### src/inc/rrlc_pkg.sv
// Package with constants and carrier types for the ring relay latch control block.
package rrlc_pkg;

   // ***********************************************
   // Timing
   // ***********************************************
   localparam int unsigned CLK_PERIOD_NS = 25;
   // Comparator enable window after each sync rising edge, in microseconds.
   localparam int unsigned TRIP_WINDOW_US = 20;
   localparam int unsigned TRIP_WINDOW_CYC = (TRIP_WINDOW_US * 1000) / CLK_PERIOD_NS;
   localparam int unsigned WIN_CNT_W = 10;
   localparam logic [WIN_CNT_W-1:0] WIN_LAST = WIN_CNT_W'(TRIP_WINDOW_CYC - 1);
   localparam logic [WIN_CNT_W-1:0] WIN_ZERO = 10'h000;

   // ***********************************************
   // Loop current level
   // ***********************************************
   // Averaged loop current arrives as a digital code in units of 0.1 mA.
   localparam int unsigned LEVEL_W = 12;
   localparam logic [LEVEL_W-1:0] TRIP_THRESHOLD = 12'h0078;
   localparam logic [LEVEL_W-1:0] LEVEL_ZERO = 12'h0000;

   // ***********************************************
   // Carriers
   // ***********************************************
   typedef struct packed {
      logic ring;
      logic gp1;
      logic gp2;
   } rrlc_relay_s;

   localparam rrlc_relay_s RELAY_CLEAR = '{ring: 1'b0, gp1: 1'b0, gp2: 1'b0};

   typedef enum logic [1:0] {
      WIN_IDLE = 2'b00,
      WIN_OPEN = 2'b01,
      WIN_DUMP = 2'b11
   } rrlc_win_e;

endpackage

### src/design/rrlc_top.sv
// Ring relay and general purpose relay latch control with ring-trip detection.
// Summary of operation
// - While gate is high the ring latch follows ring command; holds at gate fall.
// - A trip pulse forces the ring latch clear regardless of gate and command.
// - Ring relay flip-flop loads the ring latch only on sync rising edges.
// - Each general relay latch follows its command while gate high, holds after.
// - Sync rising edge opens a 20 us comparator window, then the average is dumped.
// - Average above 12 mA inside the window emits a trip pulse clearing the ring path.
`timescale 1ns/1ps
module rrlc_top
   import rrlc_pkg::*;
(
   // Clock and reset
   input wire logic mclk,
   input wire logic nrst,
   // Controller latch inputs
   input wire logic latch_gate,
   input wire logic ring_cmd,
   input wire logic relay_cmd_1,
   input wire logic relay_cmd_2,
   // Ring timing and loop current
   input wire logic zero_cross_sync,
   input wire logic [LEVEL_W-1:0] loop_level,
   // Relay driver outputs
   output logic ring_drive,
   output logic relay_drive_1,
   output logic relay_drive_2,
   // Trip observation
   output logic trip_pulse,
   output logic trip_window,
   output logic cap_discharge
);

   // ***********************************************
   // Input synchronisation
   // ***********************************************
   // Pins and the averaged level come from outside the clock domain. The level is
   // sampled only while steady inside the window, so per-bit skew is tolerable.
   localparam int unsigned NSYNC = 5 + LEVEL_W;
   logic [NSYNC-1:0] pins_raw;
   logic [NSYNC-1:0] pins_s;
   logic gate_s;
   logic ring_s;
   logic cmd1_s;
   logic cmd2_s;
   logic sync_s;
   logic [LEVEL_W-1:0] level_s;

   assign pins_raw = {latch_gate, ring_cmd, relay_cmd_1, relay_cmd_2, zero_cross_sync, loop_level};

   rrlc_sync2 #(.W(NSYNC)) u_sync (
      .mclk(mclk),
      .nrst(nrst),
      .async_in(pins_raw),
      .sync_out(pins_s)
   );

   assign {gate_s, ring_s, cmd1_s, cmd2_s, sync_s, level_s} = pins_s;

   // ***********************************************
   // Sync edge detection
   // ***********************************************
   logic sync_d_reg;
   logic sync_d_next;
   logic sync_rise;

   assign sync_rise = sync_s & ~sync_d_reg;

   always_comb begin
      sync_d_next = nrst ? sync_s : 1'b0;
   end

   always_ff @(posedge mclk) begin
      sync_d_reg <= sync_d_next;
   end

   // ***********************************************
   // Trip window one-shot and comparator
   // ***********************************************
   rrlc_win_e win_reg;
   rrlc_win_e win_next;
   logic [WIN_CNT_W-1:0] wcnt_reg;
   logic [WIN_CNT_W-1:0] wcnt_next;
   logic trip_reg;
   logic trip_next;
   logic dump_reg;
   logic dump_next;
   logic open_reg;
   logic open_next;

   always_comb begin
      win_next = win_reg;
      wcnt_next = wcnt_reg;
      trip_next = 1'b0;
      case (win_reg)
         WIN_IDLE: begin
            wcnt_next = WIN_ZERO;
         end
         WIN_OPEN: begin
            if (level_s > TRIP_THRESHOLD) begin
               trip_next = 1'b1;
            end
            if (wcnt_reg == WIN_LAST) begin
               win_next = WIN_DUMP;
            end else begin
               wcnt_next = wcnt_reg + 10'h001;
            end
         end
         WIN_DUMP: begin
            win_next = WIN_IDLE;
         end
         default: begin
            win_next = WIN_IDLE;
         end
      endcase
      if (sync_rise) begin
         win_next = WIN_OPEN;
         wcnt_next = WIN_ZERO;
      end
      // A pulse is always followed by a quiet cycle, so each pulse stays one cycle wide.
      // While the level stays high the pulse repeats every other cycle until the window closes.
      if (trip_reg) begin
         trip_next = 1'b0;
      end
      open_next = (win_next == WIN_OPEN);
      dump_next = (win_next == WIN_DUMP);
      if (!nrst) begin
         win_next = WIN_IDLE;
         wcnt_next = WIN_ZERO;
         trip_next = 1'b0;
         open_next = 1'b0;
         dump_next = 1'b0;
      end
   end

   always_ff @(posedge mclk) begin
      win_reg <= win_next;
      wcnt_reg <= wcnt_next;
      trip_reg <= trip_next;
      open_reg <= open_next;
      dump_reg <= dump_next;
   end

   // ***********************************************
   // Relay latches and ring flip-flop
   // ***********************************************
   rrlc_relay_s latch_reg;
   rrlc_relay_s latch_next;
   logic ring_ff_reg;
   logic ring_ff_next;

   always_comb begin
      latch_next = latch_reg;
      ring_ff_next = ring_ff_reg;
      if (gate_s) begin
         latch_next.ring = ring_s;
      end
      if (gate_s) begin
         latch_next.gp1 = cmd1_s;
         latch_next.gp2 = cmd2_s;
      end
      if (trip_reg) begin
         latch_next.ring = 1'b0;
      end
      // Load ring flip-flop on sync edge
      if (sync_rise) begin
         ring_ff_next = latch_reg.ring & ~trip_reg;
      end
      // The trip pulse resets the ring driver flip-flop directly.
      // Trip clears ring flip-flop
      if (trip_reg) begin
         ring_ff_next = 1'b0;
      end
      if (!nrst) begin
         latch_next = RELAY_CLEAR;
         ring_ff_next = 1'b0;
      end
   end

   always_ff @(posedge mclk) begin
      latch_reg <= latch_next;
      ring_ff_reg <= ring_ff_next;
   end

   // ***********************************************
   // Outputs
   // ***********************************************
   // Drivers follow their storage
   assign ring_drive = ring_ff_reg;
   assign relay_drive_1 = latch_reg.gp1;
   assign relay_drive_2 = latch_reg.gp2;
   assign trip_pulse = trip_reg;
   assign trip_window = open_reg;
   assign cap_discharge = dump_reg;

   // ***********************************************
   // Checks
   // ***********************************************
   chk_gate_ring_follow: assert property (@(posedge mclk) disable iff (!nrst)
      gate_s && !trip_reg && !trip_next |=> latch_reg.ring == $past(ring_s))
      else $error("Ring latch did not follow command while gate high.");

   chk_ring_hold: assert property (@(posedge mclk) disable iff (!nrst)
      !gate_s && !trip_reg |=> latch_reg.ring == $past(latch_reg.ring))
      else $error("Ring latch changed while gate low.");

   chk_trip_clears_latch: assert property (@(posedge mclk) disable iff (!nrst)
      trip_reg |=> !latch_reg.ring && !ring_drive)
      else $error("Trip pulse did not clear ring path.");

   chk_ring_ff_edge: assert property (@(posedge mclk) disable iff (!nrst)
      !sync_rise |=> ring_drive == 1'b0 || $stable(ring_drive))
      else $error("Ring flip-flop set without sync edge.");

   chk_ring_ff_load: assert property (@(posedge mclk) disable iff (!nrst)
      sync_rise && !trip_reg |=> ring_drive == $past(latch_reg.ring))
      else $error("Ring flip-flop did not load latch at sync edge.");

   chk_gp_follow: assert property (@(posedge mclk) disable iff (!nrst)
      gate_s |=> relay_drive_1 == $past(cmd1_s) && relay_drive_2 == $past(cmd2_s))
      else $error("General relay latch did not follow command.");

   chk_gp_hold: assert property (@(posedge mclk) disable iff (!nrst)
      !gate_s |=> $stable(relay_drive_1) && $stable(relay_drive_2))
      else $error("General relay latch changed while gate low.");

   chk_window_open: assert property (@(posedge mclk) disable iff (!nrst)
      sync_rise |=> trip_window && win_reg == WIN_OPEN)
      else $error("Sync edge did not open trip window.");

   chk_window_dump: assert property (@(posedge mclk) disable iff (!nrst)
      win_reg == WIN_OPEN && wcnt_reg == WIN_LAST && !sync_rise |=> cap_discharge ##1 !cap_discharge)
      else $error("Window end did not discharge averaging capacitor for one cycle.");

   chk_trip_cause: assert property (@(posedge mclk) disable iff (!nrst)
      trip_pulse |-> $past(win_reg == WIN_OPEN) && $past(level_s) > TRIP_THRESHOLD)
      else $error("Trip pulse without level above threshold in window.");

   chk_trip_single: assert property (@(posedge mclk) disable iff (!nrst)
      trip_pulse |=> !trip_pulse)
      else $error("Trip pulse lasted longer than one cycle.");

endmodule

### src/design/rrlc_sync2.sv
// Two-stage synchroniser for asynchronous input pins.
`timescale 1ns/1ps
module rrlc_sync2 #(
   parameter int unsigned W = 1
) (
   // Clock and reset
   input wire logic mclk,
   input wire logic nrst,
   // Data
   input wire logic [W-1:0] async_in,
   output logic [W-1:0] sync_out
);

   logic [W-1:0] meta_reg;
   logic [W-1:0] meta_next;
   logic [W-1:0] sync_reg;
   logic [W-1:0] sync_next;

   always_comb begin
      meta_next = async_in;
      sync_next = meta_reg;
      if (!nrst) begin
         meta_next = '0;
         sync_next = '0;
      end
   end

   always_ff @(posedge mclk) begin
      meta_reg <= meta_next;
      sync_reg <= sync_next;
   end

   assign sync_out = sync_reg;

endmodule

### config.mk
export PLATFORM = sky130hd
export DESIGN_NAME = rrlc_top
export DESIGN_NICKNAME = d
export VERILOG_FILES = /design/src/inc/rrlc_pkg.sv /design/src/design/rrlc_top.sv /design/src/design/rrlc_sync2.sv
export SDC_FILE = /design/constraint.sdc
export NUM_CORES = 1
export LEC_CHECK = 0
export ABC_AREA = 1
export CAP_MARGIN = 20
export CORE_MARGIN = 5
export CORE_UTILIZATION = 55
export DETAILED_ROUTE_END_ITERATION = 12
export DONT_BUFFER_PORTS = 1
export PLACE_DENSITY = 0.7
export SYNTH_ARGS = -nofsm -noshare
export SYNTH_HDL_FRONTEND = slang
export SYNTH_SLANG_ARGS = --single-unit
### constraint.sdc
create_clock -name mclk -period 1.48 [get_ports mclk]
set_input_delay 0.296 -clock mclk [delete_from_list [all_inputs] [get_ports mclk]]
set_output_delay 0.296 -clock mclk [all_outputs]
set_load 0.05 [all_outputs]
Word level (Yosys, flattened, before mapping). Index checks and enable logic that the tools add are counted.

Register bits after elaboration: 54. Output and inout port bits: 6. Input port bits: 19. Logic and storage cells: 37.

Reductions and logical operators: 6. Order comparisons: 1. Mux-type cells: 6. Equal/unequal tests: 5. Bitwise logic cells: 6. $add $sub $neg: 1.

Operator list (number): $pmux W10 S2 (1); $gt A12 B7 Y1 const B (1); $add A10 B1 Y10 const B (1); $eq A10 B10 Y1 const B (1); $mux W10 (1); $eq A2 B1 Y1 const B (2); $mux W2 (2); $not A1 Y1 (4); $pmux W2 S2 (1); $reduce_or A2 Y1 (2); $reduce_or A3 Y1 (1); $and A1 B1 Y1 (2); $eq A2 B2 Y1 const B (1); $logic_not A2 Y1 (1); $ne A2 B2 Y1 const B (1); $reduce_and A2 Y1 (1); $reduce_bool A2 Y1 (1); $mux W1 (1).

Depth between registers and ports, before layout.
Depth after elaboration: 5. Depth in mapped cells: 8. Gate-level depth less buffers: 8.

Hierarchy. Synthesis repeated with hierarchy kept, for this count alone.

Cell total of the unflattened synthesis: 245. Area total of the unflattened synthesis: 1969.4 µm².

Modules (own cells, without submodules): rrlc_top (area an instance 992.2 µm², times used 1, cells each 139, sequential area each 400.4 µm²); rrlc_sync2 (area an instance 977.2 µm², times used 1, cells each 106, sequential area each 680.7 µm²).

Least setup slack after synthesis. No wires, ideal clock.

Path type: register -> register. From: register wcnt_reg[0]. To: register wcnt_reg[9]. Arrival: 1.135 ns. Cell stages (with the launch flop): 9. Data required time: 1.366 ns. Clock period less this slack: 1.249 ns. Library setup time: 0.114 ns. Setup slack: 0.231 ns. Path buffers: 0. Cells stage by stage: dfxtp_1 -> ha_1 -> nand2_1 -> nor2_4 -> nand3_4 -> nand3_1 -> nand2_1 -> nand2_1 -> nor2_2.

Longest elaborated chain between the ends: 3. Elaborated cells on any way between the ends: 6. Classes of those cells: add/sub: 1; eq/ne: 2; mux: 2; reduce/logical: 1.

Ends and longest elaborated chain: start: declaration (line rrlc_top.sv:82) `logic [WIN_CNT_W-1:0] wcnt_reg;`; start signal: assignment (line rrlc_top.sv:138) `wcnt_reg <= wcnt_next;`; $add A10 B1 Y10 or $eq A10 B10 Y1 (tied branches) (line rrlc_top.sv:106, rrlc_top.sv:103); $mux W10 or $ne A2 B2 Y1 (tied branches); $pmux W10 S2 or $reduce_and A2 Y1 (tied branches).

Several ways; a longest one is shown, not always the timed one. The select of a mux whose other input is x is not followed. A chain may end at the register's enable or synchronous reset.

Final worst setup path.
From: register wcnt_reg[0]. To: register wcnt_reg[3].

Same word-level chain as after synthesis.

==> flow_metrics.py <==
metrics = {
    "setup_path": {
        "critPathMaxStageDelay_ns": 0.39,
        "cp_cell_sequence": "ha_1 > nand2_2 > nor2_4 > nand3_4 > nand2_4 > nand2_1 > a21oi_2",
        "cp.arrival_ns": 1.64,
        "crit_path_start": "wcnt_reg[0]",
        "crit_path_start_kind": "flop",
        "path_buf_inv": 0,
        "cp_slowest_cell": "dfxtp_4",
        "r2r_start": "wcnt_reg[0]",
        "required_ns": 1.78,
        "end_kind": "flop",
        "critPathKind": "reg2reg",
        "critPathMaxFanout": 7,
        "crit_family": "simple AND/OR/NAND/NOR gates",
    },
    "logic_synthesis": {
        "synthCells": 246,
        "syn-num-nets": 266,
        "ys.warnings.count": 0,
        "ys_ff_latch": 54,
        "avgSynthCellArea_um2": 7.88,
        "ys_seq_area_frac": 0.558,
        "synth_cell_types": 26,
        "synth_area_um2": 1940,
    },
    "clock_network": {
        "cts.sinks": 54,
        "numCtsBuffers": 5,
        "clk_latency_ns": 0.36,
        "cts_root_buf": "clkbuf_4",
        "clockBufferDepth": 2,
        "htreeDepth": 2,
        "clk_pin_slew_ns": 0.15,
        "cts_tree": "yes",
    },
    "timing": {
        "timing.slew.headroom": 0.660,
        "max_freq_mhz": 748,
        "hold_viol_final": 0,
        "worstMarginPinSlew_ns": 0.510,
        "period_share": 0.903,
        "drv_slew": 0,
        "min_period_ns": 1.34,
        "worst_clock_skew_ns": 0.0159,
        "hold-worst-slack_ns": 0.0158,
        "setup_viol_count_final": 0,
    },
    "global_route": {
        "grt_pass1_wl_um": 4980,
        "grt_max_degree": 41,
        "grt_pass1_vias": 1203,
        "grt_overflow_total": 0,
        "grtUsageTotal": 0.128,
        "antenna_found_initial": 0,
    },
    "die": {
        "start_util": 0.576,
        "ioPinCount": 25,
        "dieArea_um2": 4810,
        "die_w_um": 69.4,
        "rows": 21,
        "core_area_um2": 3360,
        "die_y_um": 69.4,
    },
    "drt": {
        "route.met3.wl_um": 187,
        "num_vias": 1367,
        "via_per_inst": 4.51,
        "met2_length_um": 1310,
        "drt-initial-drc-count": 120,
        "drc": 0,
        "firstDrtPassIters": 4,
        "wirelength_um": 2880,
        "wl_per_cell_um": 9.51,
        "highest_layer": "met4",
        "ant_nets": 0,
        "met1Wirelength_um": 1330,
    },
    "finish": {
        "syn_to_final_growth_pct": 9.81,
        "n_antenna_cell": 0,
        "drive_above_1_share": 0.128,
        "post-route-util": 0.633,
        "fillers": 300,
        "multi_input_area_um2": 638,
        "final_cells": 303,
        "layout.nets": 277,
        "seq_area_um2": 1090,
        "fin_area_um2": 2130,
    },
    "power_and_ir_drop": {
        "ir_drop_v": 0.000922,
        "power_density_nw_per_um2": 1130,
        "power_leakage_uw": 0.00111,
        "p_total_uw": 2410,
    },
    "placement": {
        "post-dp-hpwl_um": 2010,
        "portBuffers": 0,
        "post-place-cells": 291,
        "placed_area_um2": 2000,
        "gp_congestion": 0.871,
    },
    "worst_hold_path": {
        "worstHoldStart": "latch_gate",
        "hold_path_class": "in2reg",
    },
    "run": {
        "cap_violations": 0,
    },
    "run_status": {
        "status": "finished clean",
    },
}
-- timing repair --
| item | CTS | global route |
|---|---|---|
| setup endpoints to repair | 0 | 10 |
| gates resized for setup | 0 | 4 |
| setup buffers | 0 | 2 |
| hold buffers | 0 | 3 |
| hold endpoints to repair | 0 | 5 |
-- path summary, 6_finish.rpt --
path / endpoint / slack, ns / cells after the start
worst min register to register: u_sync.sync_out[12] / 0.41 / 2
worst max-delay path: wcnt_reg[3] / 0.14 / 7
worst max register to register: wcnt_reg[3] / 0.14 / 7
worst min-delay path: u_sync.meta_reg[16] / 0.02 / 2
-- power by group --
| part | total, uW | internal, uW | switching [uW] | leakage (uW) |
|---|---|---|---|---|
| Combinational | 88.5 | 36.0 | 52.5 | 0.000629 |
| Clock | 782 | 351 | 432 | 0.0000413 |
| Sequential | 1540 | 1510 | 30.0 | 0.000445 |
-- metrics by stage --
stage	setup TNS (ns)	setup slack [ns]
5_1_grt	-0.00762	-0.00762
6_report	0	0.144
3_5_place_dp	0	0.0966
3_3_place_gp	0	0.167
4_1_cts	0	0.0577
2_1_floorplan	0	0.231
-- synth_stat cells, drive strengths merged --
cell    count  area [um^2]
nand2      69          274
dfxtp      54         1080
inv        54          203
nor2       30          138
nand3      13         77.6
a21oi       7         42.5
buf         3         15.0
a211oi      2         15.0
nor3        2         10.0
o21ai       2         10.0
or2         2         12.5
a31oi       1         6.26
clkbuf      1         3.75
ha          1         12.5
nor4        1         6.26
o211ai      1         7.51
o21a        1         7.51
o31ai       1         7.51
xor2        1         8.76
-- worst register-to-register path: cells and delay by family (launching register included) --
kind	cells	cell delay, ns
adder cells (fa/ha/maj)	1	0.17
flip-flops	1	0.39
AND/OR/NAND/NOR	5	0.58
AO/OA/AOI/OAI	1	0.13
-- routing by layer --
layer	GRT usage	vias up
li1	-	747
met1	0.150	583
met2	0.210	32
met3	0.0362	5
met4	0.0716	0
met5	0	-
-- final cells by class --
type	count	share of cell area
clock inverters	2	0.0182
multi-input cells	134	0.300
repair buffers	8	0.0317
well taps	46	0.0270
clock buffers	5	0.0176
inverters	54	0.0952
flip-flops and latches	54	0.510
-- layout by cell type, fill, tap and decap left out, drive strengths merged --
| cell type | netlist | final |
|---|---|---|
| nor4 | 1 | 1 |
| inv | 54 | 54 |
| o21a | 1 | 1 |
| nor2 | 30 | 30 |
| o21ai | 2 | 2 |
| o211ai | 1 | 1 |
| buf | 3 | 5 |
| dlygate4sd3 | 0 | 3 |
| or2 | 2 | 2 |
| bufinv | 0 | 1 |
| clkinv | 0 | 1 |
| xor2 | 1 | 1 |
| nand3 | 13 | 13 |
| a211oi | 2 | 2 |
| clkbuf | 1 | 5 |
| a21oi | 7 | 7 |
| nor3 | 2 | 2 |
| dfxtp | 54 | 54 |
| nand2 | 69 | 69 |
| ha | 1 | 1 |
| a31oi | 1 | 1 |
| o31ai | 1 | 1 |
-- cells by family (layout without fill, tap and decap cells) --
| kind of cell | after synthesis | after routing | synth area share |
|---|---|---|---|
| simple gates | 117 | 117 | 0.267 |
| xor+xnor | 1 | 1 | 0.00452 |
| fa+ha+maj | 1 | 1 | 0.00645 |
| flops | 54 | 54 | 0.558 |
| buf+inv | 58 | 69 | 0.114 |
| compound gates | 15 | 15 | 0.0497 |
Power figures use the tool's default switching activity.
